**src/verilog/shc_pkg.sv**
```systemverilog
package shc_pkg;

  // ----------------------------------------
  // four-level strap codes
  // ----------------------------------------
  typedef enum logic [1:0] {
    SHC_LVL_L = 2'h0,
    SHC_LVL_R = 2'h1,
    SHC_LVL_F = 2'h2,
    SHC_LVL_H = 2'h3
  } shc_level_t;

  // ----------------------------------------
  // status pin functions
  // ----------------------------------------
  typedef enum logic [1:0] {
    SHC_PIN_LOCK = 2'h0,
    SHC_PIN_CARRIER = 2'h1,
    SHC_PIN_INT = 2'h2
  } shc_pin_func_t;

  // ----------------------------------------
  // carriers
  // ----------------------------------------
  typedef struct packed {
    shc_level_t host;
    shc_level_t dir;
    shc_level_t mode;
    shc_level_t addrMaj;
    shc_level_t addrMin;
  } shc_straps_t;

  typedef struct packed {
    logic enable;
    logic invert;
    logic [1:0] vod;
    logic [1:0] dem;
  } shc_drv_t;

  // ----------------------------------------
  // register map
  // ----------------------------------------
  localparam logic [7:0] SHC_REG_PAGE = 8'hFF;
  localparam logic [7:0] SHC_REG_MUTE_THR = 8'h03;
  localparam logic [7:0] SHC_REG_CABLE_IDX = 8'h25;
  localparam logic [7:0] SHC_REG_HOST_DRV = 8'h10;
  localparam logic [7:0] SHC_REG_STAT_CFG = 8'h04;
  localparam logic [7:0] SHC_REG_INT_MASK = 8'h05;
  localparam logic [7:0] SHC_REG_INT_STAT = 8'h06;
  localparam logic [7:0] SHC_REG_PIN_STAT = 8'h07;
  localparam logic [2:0] SHC_PAGE_SHARE = 3'h0;
  localparam logic [2:0] SHC_PAGE_CTLE = 3'h4;
  localparam logic [2:0] SHC_PAGE_IO = 3'h5;

  // host driver control fields
  localparam int SHC_HD_VOD_OVR = 0;
  localparam int SHC_HD_DEM_OVR = 1;
  localparam int SHC_HD_INVERT = 2;
  localparam int SHC_HD_VOD_LSB = 4;
  localparam int SHC_HD_DEM_LSB = 6;
  // status pin config fields
  localparam int SHC_SC_FUNC_LSB = 0;
  localparam int SHC_SC_CD_SRC = 2;

  // reset values
  localparam logic [2:0] SHC_PAGE_RST = 3'h0;
  localparam logic [5:0] SHC_MUTE_THR_RST = 6'h3F;
  localparam logic [7:0] SHC_HOST_DRV_RST = 8'h00;
  localparam logic [2:0] SHC_STAT_CFG_RST = 3'h0;
  localparam logic [6:0] SHC_INT_MASK_RST = 7'h00;

  // ----------------------------------------
  // interrupt sources
  // ----------------------------------------
  localparam int SHC_INT_W = 7;
  localparam int SHC_INT_LINE_LOSS = 0;
  localparam int SHC_INT_LINE_BACK = 1;
  localparam int SHC_INT_HOST_LOSS = 2;
  localparam int SHC_INT_HOST_BACK = 3;
  localparam int SHC_INT_EYE_LOW = 4;
  localparam int SHC_INT_LOCK_GAIN = 5;
  localparam int SHC_INT_LOCK_LOST = 6;

  // ----------------------------------------
  // host driver codes: 400/0, 570/-0.4, 660/-2.1, 830/-4.4
  // ----------------------------------------
  localparam logic [1:0] SHC_VOD_400 = 2'h0;
  localparam logic [1:0] SHC_VOD_570 = 2'h1;
  localparam logic [1:0] SHC_VOD_660 = 2'h2;
  localparam logic [1:0] SHC_VOD_830 = 2'h3;
  localparam logic [1:0] SHC_DEM_0P0 = 2'h0;
  localparam logic [1:0] SHC_DEM_0P4 = 2'h1;
  localparam logic [1:0] SHC_DEM_2P1 = 2'h2;
  localparam logic [1:0] SHC_DEM_4P4 = 2'h3;

  // ----------------------------------------
  // addressing and timing
  // ----------------------------------------
  localparam logic [6:0] SHC_SMB_ADDR_BASE = 7'h2D;
  localparam logic [6:0] SHC_SMB_ADDR_LAST = 7'h3C;
  localparam logic [1:0] SHC_STRAP_SETTLE_CYC = 2'h3;
  localparam logic [5:0] SHC_CABLE_IDX_MAX = 6'h37;

endpackage

```
**src/verilog/shc_top.sv**
```systemverilog
// Behaviour
// - equalizer direction: host driver always enabled
// - host driver polarity inversion by register
// - equalizer direction: host strap sets amplitude, de-emphasis
// - driver direction: default 570 mVp-p, -0.4 dB
// - register override, amplitude and de-emphasis separate
// - driver direction: host strap sets input equalizer
// - open-drain status pin, function chosen by register
// - default function: pull low on lock
// - carrier function: low after adaptation, selectable input
// - interrupt function: low on unmasked event, seven masks
// - loss, eye-low and lock interrupt sources
// - interrupt sticky until status register read
// - cable boost index readable at 0x25
// - mute threshold at 0x03, same scale
// - interface strap: F SPI, L SMBus
// - SMBus mode repurposes shared serial pins
// - address straps form slave address 0x2D-0x3C
// - page 101 opens io configuration registers
`timescale 1ns/100ps
`default_nettype none

module shc_top
  import shc_pkg::*;
(
  // clock and reset
  input wire logic clk,
  input wire logic rst,
  // strap and select pins, four-level codes
  input wire shc_straps_t strapPins,
  input wire logic hostOutSelPin,
  // analog status
  input wire logic cdrLocked,
  input wire logic lineCarrier,
  input wire logic hostCarrier,
  input wire logic adaptDone,
  input wire logic lineLoss,
  input wire logic hostLoss,
  input wire logic eyeBelow,
  input wire logic [5:0] cableIdx,
  // register port from serial framing
  input wire logic regWrEn,
  input wire logic regRdEn,
  input wire logic [7:0] regAddr,
  input wire logic [7:0] regWrData,
  output logic [7:0] regRdData,
  // open-drain status pin
  input wire logic statusPinIn,
  output logic statusPinOut,
  output logic statusPinOe,
  // host driver and mute
  output shc_drv_t hostDrv,
  output logic [1:0] hostInEq,
  output logic muteOut,
  // management interface setup
  output logic strapsValid,
  output logic smbusMode,
  output logic [6:0] smbusAddr
);

  // ----------------------------------------
  // synchronisers
  // ----------------------------------------
  localparam int ASYNC_W = 9;
  localparam int STRAP_W = $bits(shc_straps_t);
  logic [ASYNC_W-1:0] asyncIn;
  logic [ASYNC_W-1:0] sync1_q;
  logic [ASYNC_W-1:0] sync2_q;
  logic [STRAP_W-1:0] strapS1_q;
  logic [STRAP_W-1:0] strapS2_q;

  assign asyncIn = {statusPinIn, hostOutSelPin, cdrLocked, lineCarrier, hostCarrier,
                    adaptDone, lineLoss, hostLoss, eyeBelow};

  always_ff @(posedge clk or posedge rst)
  begin
    if (rst)
    begin
      sync1_q <= '0;
      sync2_q <= '0;
      strapS1_q <= '0;
      strapS2_q <= '0;
    end
    else
    begin
      sync1_q <= asyncIn;
      sync2_q <= sync1_q;
      strapS1_q <= strapPins;
      strapS2_q <= strapS1_q;
    end
  end

  wire selPinS = sync2_q[7];
  wire lockS = sync2_q[6];
  wire lineCdS = sync2_q[5];
  wire hostCdS = sync2_q[4];
  wire adaptS = sync2_q[3];
  wire lineLossS = sync2_q[2];
  wire hostLossS = sync2_q[1];
  wire eyeLowS = sync2_q[0];
  wire pinBackS = sync2_q[8];

  // ----------------------------------------
  // strap capture after reset release
  // ----------------------------------------
  typedef enum logic [2:0] {
    SHC_ST_SETTLE = 3'h1,
    SHC_ST_LATCH = 3'h2,
    SHC_ST_RUN = 3'h4
  } shc_cap_state_t;

  shc_cap_state_t capState_q;
  shc_cap_state_t capState_d;
  logic [1:0] settleCnt_q;
  shc_straps_t strapLat_q;

  // the strap levels are latched once; later pin changes are ignored
  always_comb
  begin
    capState_d = capState_q;
    unique case (capState_q)
      SHC_ST_SETTLE: if (settleCnt_q == SHC_STRAP_SETTLE_CYC) capState_d = SHC_ST_LATCH;
      SHC_ST_LATCH: capState_d = SHC_ST_RUN;
      SHC_ST_RUN: capState_d = SHC_ST_RUN;
      default: capState_d = SHC_ST_SETTLE;
    endcase
  end

  always_ff @(posedge clk or posedge rst)
  begin
    if (rst)
    begin
      capState_q <= SHC_ST_SETTLE;
      settleCnt_q <= '0;
      strapLat_q <= '0;
    end
    else
    begin
      capState_q <= capState_d;
      if (capState_q == SHC_ST_SETTLE)
        settleCnt_q <= settleCnt_q + 2'h1;
      if (capState_q == SHC_ST_LATCH)
        strapLat_q <= shc_straps_t'(strapS2_q);
    end
  end

  wire strapsOk = (capState_q == SHC_ST_RUN);
  wire cdDir = (strapLat_q.dir == SHC_LVL_H);

  // ----------------------------------------
  // register file
  // ----------------------------------------
  logic [2:0] page_q;
  logic [5:0] muteThr_q;
  logic [7:0] hostCtl_q;
  logic [2:0] statCfg_q;
  logic [SHC_INT_W-1:0] intMask_q;
  logic [SHC_INT_W-1:0] intStat_q;
  logic [SHC_INT_W-1:0] intStat_d;
  logic [SHC_INT_W-1:0] intSet;

  // io configuration page is only reachable with page code 101
  wire onIo = (page_q == SHC_PAGE_IO);
  wire onShare = (page_q == SHC_PAGE_SHARE);
  wire wrPage = regWrEn && (regAddr == SHC_REG_PAGE);
  wire wrMute = regWrEn && onIo && (regAddr == SHC_REG_MUTE_THR);
  wire wrHost = regWrEn && onIo && (regAddr == SHC_REG_HOST_DRV);
  wire wrStat = regWrEn && onShare && (regAddr == SHC_REG_STAT_CFG);
  wire wrMask = regWrEn && onShare && (regAddr == SHC_REG_INT_MASK);
  wire rdIntClr = regRdEn && onShare && (regAddr == SHC_REG_INT_STAT);

  function automatic logic [7:0] shc_read(input logic [7:0] addr);
    logic [7:0] v;
    v = 8'h00;
    if (addr == SHC_REG_PAGE)
      v = {5'h00, page_q};
    else if (onIo && addr == SHC_REG_MUTE_THR)
      v = {2'h0, muteThr_q};
    else if (onIo && addr == SHC_REG_CABLE_IDX)
      v = {2'h0, cableIdx};
    else if (onIo && addr == SHC_REG_HOST_DRV)
      v = hostCtl_q;
    else if (onShare && addr == SHC_REG_STAT_CFG)
      v = {5'h00, statCfg_q};
    else if (onShare && addr == SHC_REG_INT_MASK)
      v = {1'b0, intMask_q};
    else if (onShare && addr == SHC_REG_INT_STAT)
      v = {1'b0, intStat_q};
    else if (onShare && addr == SHC_REG_PIN_STAT)
      v = {3'h0, pinBackS, cdDir, smbusMode, strapsValid, lockS};
    return v;
  endfunction

  always_ff @(posedge clk or posedge rst)
  begin
    if (rst)
    begin
      page_q <= SHC_PAGE_RST;
      muteThr_q <= SHC_MUTE_THR_RST;
      hostCtl_q <= SHC_HOST_DRV_RST;
      statCfg_q <= SHC_STAT_CFG_RST;
      intMask_q <= SHC_INT_MASK_RST;
      regRdData <= 8'h00;
    end
    else
    begin
      if (wrPage)
        page_q <= regWrData[2:0];
      if (wrMute)
        muteThr_q <= regWrData[5:0];
      if (wrHost)
        hostCtl_q <= regWrData;
      if (wrStat)
        statCfg_q <= regWrData[2:0];
      if (wrMask)
        intMask_q <= regWrData[SHC_INT_W-1:0];
      if (regRdEn)
        regRdData <= shc_read(regAddr);
    end
  end

  // ----------------------------------------
  // interrupt sources and sticky status
  // ----------------------------------------
  logic lockP_q;
  logic lineLossP_q;
  logic hostLossP_q;
  logic eyeLowP_q;

  always_ff @(posedge clk or posedge rst)
  begin
    if (rst)
    begin
      lockP_q <= 1'b0;
      lineLossP_q <= 1'b0;
      hostLossP_q <= 1'b0;
      eyeLowP_q <= 1'b0;
      intStat_q <= '0;
    end
    else
    begin
      lockP_q <= lockS;
      lineLossP_q <= lineLossS;
      hostLossP_q <= hostLossS;
      eyeLowP_q <= eyeLowS;
      intStat_q <= intStat_d;
    end
  end

  // loss sources follow the direction: line port for equalizer, host input for driver
  assign intSet[SHC_INT_LINE_LOSS] = !cdDir && lineLossS && !lineLossP_q;
  assign intSet[SHC_INT_LINE_BACK] = !cdDir && !lineLossS && lineLossP_q;
  assign intSet[SHC_INT_HOST_LOSS] = cdDir && hostLossS && !hostLossP_q;
  assign intSet[SHC_INT_HOST_BACK] = cdDir && !hostLossS && hostLossP_q;
  assign intSet[SHC_INT_EYE_LOW] = lockS && eyeLowS && !eyeLowP_q;
  assign intSet[SHC_INT_LOCK_GAIN] = lockS && !lockP_q;
  assign intSet[SHC_INT_LOCK_LOST] = !lockS && lockP_q;

  // an event in the clearing read's cycle survives the read
  assign intStat_d = strapsOk ? ((intStat_q & ~{SHC_INT_W{rdIntClr}}) | intSet) : '0;

  wire intActive = |(intStat_q & intMask_q);

  // ----------------------------------------
  // status pin
  // ----------------------------------------
  wire shc_pin_func_t pinFunc = shc_pin_func_t'(statCfg_q[SHC_SC_FUNC_LSB +: 2]);
  wire cdSel = statCfg_q[SHC_SC_CD_SRC] ? hostCdS : lineCdS;
  logic pullLow;

  always_comb
  begin
    unique case (pinFunc)
      SHC_PIN_CARRIER: pullLow = cdSel && adaptS;
      SHC_PIN_INT: pullLow = intActive;
      default: pullLow = lockS;
    endcase
  end

  // ----------------------------------------
  // host driver, input equalizer, mute
  // ----------------------------------------
  function automatic logic [1:0] shc_strap_code(input shc_level_t lvl);
    logic [1:0] c;
    c = 2'h0;
    unique case (lvl)
      SHC_LVL_H: c = 2'h0;
      SHC_LVL_F: c = 2'h1;
      SHC_LVL_R: c = 2'h2;
      SHC_LVL_L: c = 2'h3;
    endcase
    return c;
  endfunction

  wire [1:0] hostCode = shc_strap_code(strapLat_q.host);
  // codes share index order: 400/0, 570/-0.4, 660/-2.1, 830/-4.4
  wire [1:0] vodDflt = cdDir ? SHC_VOD_570 : hostCode;
  wire [1:0] demDflt = cdDir ? SHC_DEM_0P4 : hostCode;
  wire [1:0] vodSel = hostCtl_q[SHC_HD_VOD_OVR] ? hostCtl_q[SHC_HD_VOD_LSB +: 2] : vodDflt;
  wire [1:0] demSel = hostCtl_q[SHC_HD_DEM_OVR] ? hostCtl_q[SHC_HD_DEM_LSB +: 2] : demDflt;
  wire drvEn = cdDir ? selPinS : 1'b1;

  wire [6:0] addrCalc = SHC_SMB_ADDR_BASE +
                        {3'h0, strapLat_q.addrMaj, strapLat_q.addrMin};

  always_ff @(posedge clk or posedge rst)
  begin
    if (rst)
    begin
      statusPinOut <= 1'b0;
      statusPinOe <= 1'b0;
      hostDrv <= '0;
      hostInEq <= 2'h0;
      muteOut <= 1'b0;
      strapsValid <= 1'b0;
      smbusMode <= 1'b0;
      smbusAddr <= 7'h00;
    end
    else
    begin
      // pin only ever pulls low; release lets the pull-up win
      statusPinOut <= 1'b0;
      statusPinOe <= strapsOk && pullLow;
      hostDrv.enable <= strapsOk && drvEn;
      hostDrv.invert <= hostCtl_q[SHC_HD_INVERT];
      hostDrv.vod <= vodSel;
      hostDrv.dem <= demSel;
      hostInEq <= cdDir ? hostCode : 2'h0;
      muteOut <= cableIdx > muteThr_q;
      strapsValid <= strapsOk;
      // reserved levels fall back to the spi framing, never smbus
      smbusMode <= strapsOk && (strapLat_q.mode == SHC_LVL_L);
      smbusAddr <= strapsOk ? addrCalc : 7'h00;
    end
  end
endmodule
`default_nettype wire

```
**config.mk**
```make
export PLATFORM = sky130hd
export DESIGN_NAME = shc_top
export DESIGN_NICKNAME = d
export VERILOG_FILES = /design/src/verilog/shc_pkg.sv /design/src/verilog/shc_top.sv
export SDC_FILE = /design/constraint.sdc
export NUM_CORES = 1
export LEC_CHECK = 0
export BUFFER_PORTS_ARGS = -buffer_cell sky130_fd_sc_hd__buf_4
export CELL_PAD_IN_SITES_DETAIL_PLACEMENT = 1
export CELL_PAD_IN_SITES_GLOBAL_PLACEMENT = 1
export CORE_MARGIN = 2
export CORE_UTILIZATION = 32
export DETAILED_ROUTE_END_ITERATION = 10
export PLACE_DENSITY = 0.58
export SYNTH_ARGS = -nofsm -noshare
export SYNTH_HDL_FRONTEND = slang
export SYNTH_SLANG_ARGS = --single-unit
```
**constraint.sdc**
```tcl
create_clock -name clk -period 5.37 [get_ports clk]
set_clock_uncertainty 0.2 [all_clocks]
set_input_delay 1.611 -clock clk [delete_from_list [all_inputs] [get_ports clk]]
set_output_delay 1.611 -clock clk [all_outputs]
set_load 0.01 [all_outputs]
```
==> results of run 1 <==
## routing by layer
metal  vias to the layer above  routed length [um]  track usage (%)
met5                         -                   0                0
met4                         0                 270             7.01
met1                      1586                5120             19.9
met3                        21                 469             4.55
met2                        82                5660             25.7
li1                       1446                   -                -
## worst min path at each step
stage / from / endpoint / slack [ns] / depth (start not counted)
after detailed placement: sync1_q[5]$_DFF_PP0_ / sync2_q[5]$_DFF_PP0_ / 0.14 / 0
after global placement: sync1_q[7]$_DFF_PP0_ / sync2_q[7]$_DFF_PP0_ / 0.13 / 0
after floorplan: strapS1_q[0]$_DFF_PP0_ / strapS2_q[0]$_DFF_PP0_ / 0.13 / 0
final: strapS1_q[9]$_DFF_PP0_ / strapS2_q[9]$_DFF_PP0_ / 0.15 / 0
after global routing: sync1_q[8]$_DFF_PP0_ / sync2_q[8]$_DFF_PP0_ / 0.15 / 0
after CTS: sync1_q[5]$_DFF_PP0_ / sync2_q[5]$_DFF_PP0_ / 0.15 / 0
## cells by family (layout without fill, tap and decap cells)
family                   after synthesis  in the layout  synth area share (%)
XOR/XNOR                               3              3                 0.563
AND/OR/NAND/NOR                       98             98                  11.5
AO/OA/AOI/OAI                         54             54                  8.69
buffers and inverters                 31            125                  2.79
flip-flops                           116            116                  62.4
adder cells (fa/ha/maj)               10             10                  2.68
other                                  1              2                0.0804
multiplexers                          45             45                  11.3
## critical path: cells and delay by family
| kind | cells | cell delay (ns) |
|---|---|---|
| AND/OR/NAND/NOR | 3 | 1.56 |
| multiplexers | 1 | 0.33 |
| buffers and inverters | 1 | 0.14 |
## area by class of cell
type	instances	area, um2
Clock inverter	14	105
Tap cell	184	230
Timing Repair Buffer	72	553
Inverter	21	81.3
Clock buffer	18	439
Sequential cell	116	2910
Fill cell	1522	8420
Multi-Input combinational cell	212	1630
## layout by cell type, fill, tap and decap left out, types with 3 or more instances in the layout
cell and count:
a211oi_1 3, a21oi_1 9, a221oi_1 3, a22oi_1 7
a32oi_1 4, and2_1 3, buf_4 71, clkbuf_16 17
clkinv_2 4, clkinv_4 5, dfrtp_1 109, dfstp_2 7
ha_1 10, inv_1 19, inv_6 3, mux2_2 37
mux2_4 6, nand2_1 21, nand2b_1 4, nand3_1 5
nor2_1 27, nor2b_1 4, nor3_1 7, nor3b_1 4
o21ai_0 4, o221ai_1 4, o31ai_1 5, or3_1 4
## report_power, final
| part | leakage, nW | internal [mW] | switching, mW | total (mW) |
|---|---|---|---|---|
| logic | 1.04 | 0.0539 | 0.0648 | 0.119 |
| registers | 1.39 | 0.906 | 0.0160 | 0.922 |
| clock network | 0.267 | 0.604 | 0.419 | 1.02 |
| total | 2.69 | 1.56 | 0.499 | 2.06 |
## registers in the layout, summed over array words and instances, names as in the netlist, 3 cells and up
name	flops
page_q	3
sync1_q	9
sync2_q	9
muteThr_q	6
strapLat_q	10
regRdData	8
intStat_q	7
strapS2_q	10
hostDrv	6
hostCtl_q	8
capState_q	3
intMask_q	7
smbusAddr	6
statCfg_q	3
strapS1_q	10
==> metrics.txt, run 1 <==
PnR worst setup slack=1.82 ns; Synth area leaders=dfrtp_1 (58%), mux2_2 (8.9%), dfstp_2 (3.9%), ha_1 (2.7%), nor2_1 (2.2%); CTS Sinks=116; Die X=125 um; Netlist cell types=57; fmax=281 MHz; EDFF count, synth=0; Worst-Skew Late Latency=0.41 ns; area growth from synthesis to layout=27.5%; period utilisation layout=66.2%; fin crit period=3.55 ns; share of layout cells above drive strength 1=36.6%; Starting Density=32.5%; Rows=44; Nets=495; Synth Warn #=0; end point of the critical path=intMask_q[0]$_DFFE_PP0P_; top post-synthesis cells by count=dfrtp_1 (109), mux2_2 (37), nor2_1 (27), nand2_1 (21), inv_1 (20); number of top-level pins=73; Seq cells post-synth=116; Reg clk slew, reported paths=0.06 ns; clock root cell=clkbuf_16; gr ovfl total=0; CTS Hold Bufs=0; drt first pass iters=4; vias in the first global route=3411; Mapped Avg Cell Area=13.0 um2; Min Hold Slack=0.146 ns; Crit. Startpoint=regAddr[5]; initial antenna violation count=0; Post-DP Area=0.00540 mm2; total CTS buffers=17; # placed instances=605; Crit Path Class=input port to register; Die Ht=125 um; R2R Path End=intMask_q[0]$_DFFE_PP0P_; final hold vios=0; CP max-delay cell=or4_1; unrepaired setup endpoints after global routing=no; final wirelength=11500 um; WL/cell=18.1 um; R2R depth=4; CTS tree=built; dpl ws=1.36 ns; worst reg2reg startpoint=page_q[0]$_DFFE_PP0P_; CTS Buffer Depth=2; Final Util=41.4%; Setup Buffers After CTS=0; Worst path max stage delay=0.68 ns; outcome=finished clean; Power Dens Cells=347 mW/mm2; global-route wire length before repair=18800 um; ant diodes=0; async set or reset register ratio after synthesis=100%; count of final max-slew check failures=0; flop2flop setup slack=2.76 ns; sequential fraction of the synthesis area=62.4%; core area=0.0144 mm2; Rel. slew slack=32.6%; post-CTS sizing=0; leakage=2.69 nW; max cap viols=0; Pwr Total=2.06 mW; via count=3135; most numerous cell in the Yosys netlist=dfrtp_1; Routed Antenna Nets=0; WP data required=5.46 ns; CP Cell Sequence=buf_4 > or4_1 > nor3_1 > nand2_2 > mux2_2; worst vdd ir=0.000210 V; H-Tree Depth=4; setup TNS=0 ns; crit path max fanout=7; top-area cell type share of the netlist area=58.5%; WP data arrival=3.65 ns; DRC viols=0; Post-Syn Instances=358; CP Launch Type=input port; non-filler instance count after layout=637; HPWL Detailed=8270 um; Vias/cell=4.92; Design Area, Final=0.00595 mm2; Post-synth top flop=dfrtp_1; HP Class=register to register; IO buf count=70; routability cong.=0.826; Netlist Area Pre-Place=0.00466 mm2; Setup crit end kind=register; endpoints failing setup=0; Die Area=0.0156 mm2; initial DRC count=156; GRT Total Usage=15.9%; worst-margin pin slew=1.00 ns; Yosys top cell by area=dfrtp_1; largest net degree at the start of global routing=117
Power figures use the tool's default switching activity.
==> inputs of run 2 (changes only) <==
ABC_AREA = 1   (was unset)
PLACE_DENSITY = 0.62   (was 0.58)
clock period = 3 ns   (was 5.37 ns; I/O delays follow)
==> run 2 against run 1 <==
First-iteration DRC count fell by 15%. Register-to-register slack got worse by 1.6 ns. Sequential share of layout area fell by 2.1 points. Highest routed layer unchanged. Clock power grew 110%. Global-route usage increased by 0.63 points. Via count rose by 15%. Sequential power increased by 78%. Total power grew 92%. Synthesized area increased by 4.0%. Largest power group unchanged. Utilization decreased by 0.073 points.
==> metrics.txt, run 2 <==
outcome=finished clean (unchanged); final wirelength=12200 um (was 11500 um); max cap viols=0 (unchanged); async set or reset register ratio after synthesis=100% (unchanged); Rows=45 (was 44); core area=0.0150 mm2 (was 0.0144 mm2); via count=3595 (was 3135); Netlist Area Pre-Place=0.00485 mm2 (was 0.00466 mm2); EDFF count, synth=0 (unchanged); area growth from synthesis to layout=28.0% (was 27.5%); GRT Total Usage=16.5% (was 15.9%); Synth Warn #=0 (unchanged); CP max-delay cell=dfrtp_1 (was or4_1); Post-DP Area=0.00559 mm2 (was 0.00540 mm2); Starting Density=32.3% (was 32.5%); Pwr Total=3.95 mW (was 2.06 mW); Reg clk slew, reported paths=0.06 ns (about the same); CTS Buffer Depth=2 (unchanged); ant diodes=0 (unchanged); Post-synth top flop=dfrtp_1 (unchanged); Routed Antenna Nets=0 (unchanged); routability cong.=0.792 (was 0.826); most numerous cell in the Yosys netlist=dfrtp_1 (unchanged); IO buf count=70 (unchanged); Crit Path Class=register to output pin (was input port to register); worst reg2reg startpoint=page_q[1]$_DFFE_PP0P_ (was page_q[0]$_DFFE_PP0P_); Rel. slew slack=58.7% (was 32.6%); number of top-level pins=73 (unchanged); clock root cell=clkbuf_16 (unchanged); Netlist cell types=38 (was 57); largest net degree at the start of global routing=51 (was 117); CTS tree=built (unchanged); post-CTS sizing=0 (unchanged); Seq cells post-synth=116 (unchanged); Crit. Startpoint=smbusAddr[5]$_DFF_PP0_ (was regAddr[5]); top-area cell type share of the netlist area=56.2% (was 58.5%); Yosys top cell by area=dfrtp_1 (unchanged); Die Area=0.0162 mm2 (was 0.0156 mm2); CTS Hold Bufs=0 (unchanged); Synth area leaders=dfrtp_1 (56%), nand2_1 (8.0%), inv_1 (3.9%), dfstp_2 (3.8%), nand3_1 (2.7%) (was dfrtp_1 (58%), mux2_2 (8.9%), dfstp_2 (3.9%), ha_1 (2.7%), nor2_1 (2.2%)); leakage=3.00 nW (was 2.69 nW); CP Cell Sequence=buf_4 (was buf_4 > or4_1 > nor3_1 > nand2_2 > mux2_2); share of layout cells above drive strength 1=29.8% (was 36.6%); worst vdd ir=0.000423 V (was 0.000210 V); DRC viols=0 (unchanged); Worst path max stage delay=0.41 ns (was 0.68 ns); Min Hold Slack=0.144 ns (was 0.146 ns); total CTS buffers=17 (unchanged); HPWL Detailed=9110 um (was 8270 um); Hold Startpoint=sync1_q[4]$_DFF_PP0_ (was strapS1_q[9]$_DFF_PP0_); crit path buf inv count=1 (unchanged); HP Class=register to register (unchanged); biggest regs=strapLat_q (10), strapS1_q (10), strapS2_q (10) (unchanged); Setup crit end kind=output pin (was register); most frequent cells in the layout=dfrtp_1 (109), nand2_1 (103), buf_4 (73) (was dfrtp_1 (109), buf_4 (71), mux2_2 (37)); global-route wire length before repair=20400 um (was 18800 um); commonest non-fill, non-tap cell in the layout=dfrtp_1 (unchanged); fin crit period=2.08 ns; Die X=127 um (was 125 um); Nets=626 (was 495); Setup Buffers After CTS=0 (unchanged); Mapped Avg Cell Area=9.98 um2 (was 13.0 um2); non-filler instance count after layout=772 (was 637); WP data required=1.90 ns (was 5.46 ns); # placed instances=740 (was 605); fmax=480 MHz; CTS Sinks=116 (unchanged); WL/cell=15.8 um (was 18.1 um); count of final max-slew check failures=0 (unchanged); setup TNS=0 ns (unchanged); drt first pass iters=4 (unchanged); worst-margin pin slew=0.618 ns (was 1.00 ns); Power Dens Cells=636 mW/mm2 (was 347 mW/mm2); final hold vios=0 (unchanged); initial DRC count=133 (was 156); endpoints failing setup=0 (unchanged); unrepaired setup endpoints after global routing=no (unchanged); CP delay by family, top=flip-flops (was simple AND/OR/NAND/NOR gates); vias in the first global route=3970 (was 3411); top post-synthesis cells by count=dfrtp_1 (109), nand2_1 (103), inv_1 (50), nor2_1 (30), nand3_1 (26) (was dfrtp_1 (109), mux2_2 (37), nor2_1 (27), nand2_1 (21), inv_1 (20)); crit path max fanout=3 (was 7); sequential fraction of the synthesis area=60.0% (was 62.4%); gr ovfl total=0 (unchanged); Die Ht=127 um (was 125 um); WP data arrival=0.98 ns (was 3.65 ns); Vias/cell=4.66 (was 4.92); Worst-Skew Late Latency=0.42 ns (was 0.41 ns); initial antenna violation count=0 (unchanged); period utilisation layout=69.4%; H-Tree Depth=4 (unchanged); CP Launch Type=register (was input port); Post-Syn Instances=486 (was 358); Design Area, Final=0.00621 mm2 (was 0.00595 mm2)
-- run 2: final timing paths --
| check | depth (start not counted) | slack [ns] | to |
|---|---|---|---|
| worst min register to register | 0 | 0.14 | sync2_q[4]$_DFF_PP0_ |
| min in group asynchronous | 2 | 0.34 | lockP_q$_DFF_PP0_ |
| worst min-delay path | 0 | 0.14 | sync2_q[4]$_DFF_PP0_ |
| max in group asynchronous | 3 | 1.58 | muteThr_q[5]$_DFFE_PP1P_ |
| worst max-delay path | 1 | 0.92 | strapsValid |
| worst max register to register | 7 | 1.11 | hostCtl_q[7]$_DFFE_PP0P_ |
-- run 2: layout make-up --
type                            count  area [um2]
Clock buffer                       19         443
Clock inverter                     13         174
Fill cell                        1662        8820
Inverter                           64         246
Multi-Input combinational cell    298        1630
Sequential cell                   116        2910
Tap cell                          188         235
Timing Repair Buffer               74         568
-- run 2: stage by stage --
step	setup slack, ns	utilization, %
4_1_cts	0.897	41.3
5_1_grt	0.831	41.3
2_1_floorplan	0.492	-
3_3_place_gp	0.565	37.2
6_report	0.919	41.3
3_5_place_dp	0.505	37.2
-- run 2: per-layer routing --
| metal | GRT usage (%) | part of all wire (%) | vias to the layer above |
|---|---|---|---|
| li1 | - | - | 1734 |
| met1 | 20.1 | 45 | 1774 |
| met2 | 28.3 | 50 | 69 |
| met3 | 4.19 | 3.5 | 18 |
| met4 | 6.33 | 1.7 | 0 |
| met5 | 0 | 0 | - |
-- run 2: power breakdown --
part / switching (mW) / internal (mW) / leakage, nW
Combinational: 0.122 / 0.0863 / 1.33
Clock: 0.761 / 1.34 / 0.291
Sequential: 0.0236 / 1.62 / 1.38
-- run 2: kinds of logic after synthesis --
logic type | share of synthesized area [%]
AND/OR/NAND/NOR | 19.3
flip-flops | 60.0
AO/OA/AOI/OAI | 9.28
buffers and inverters | 6.42
adder cells (fa/ha/maj) | 2.58
multiplexers | 2.17
other | 0.0773
XOR/XNOR | 0.181
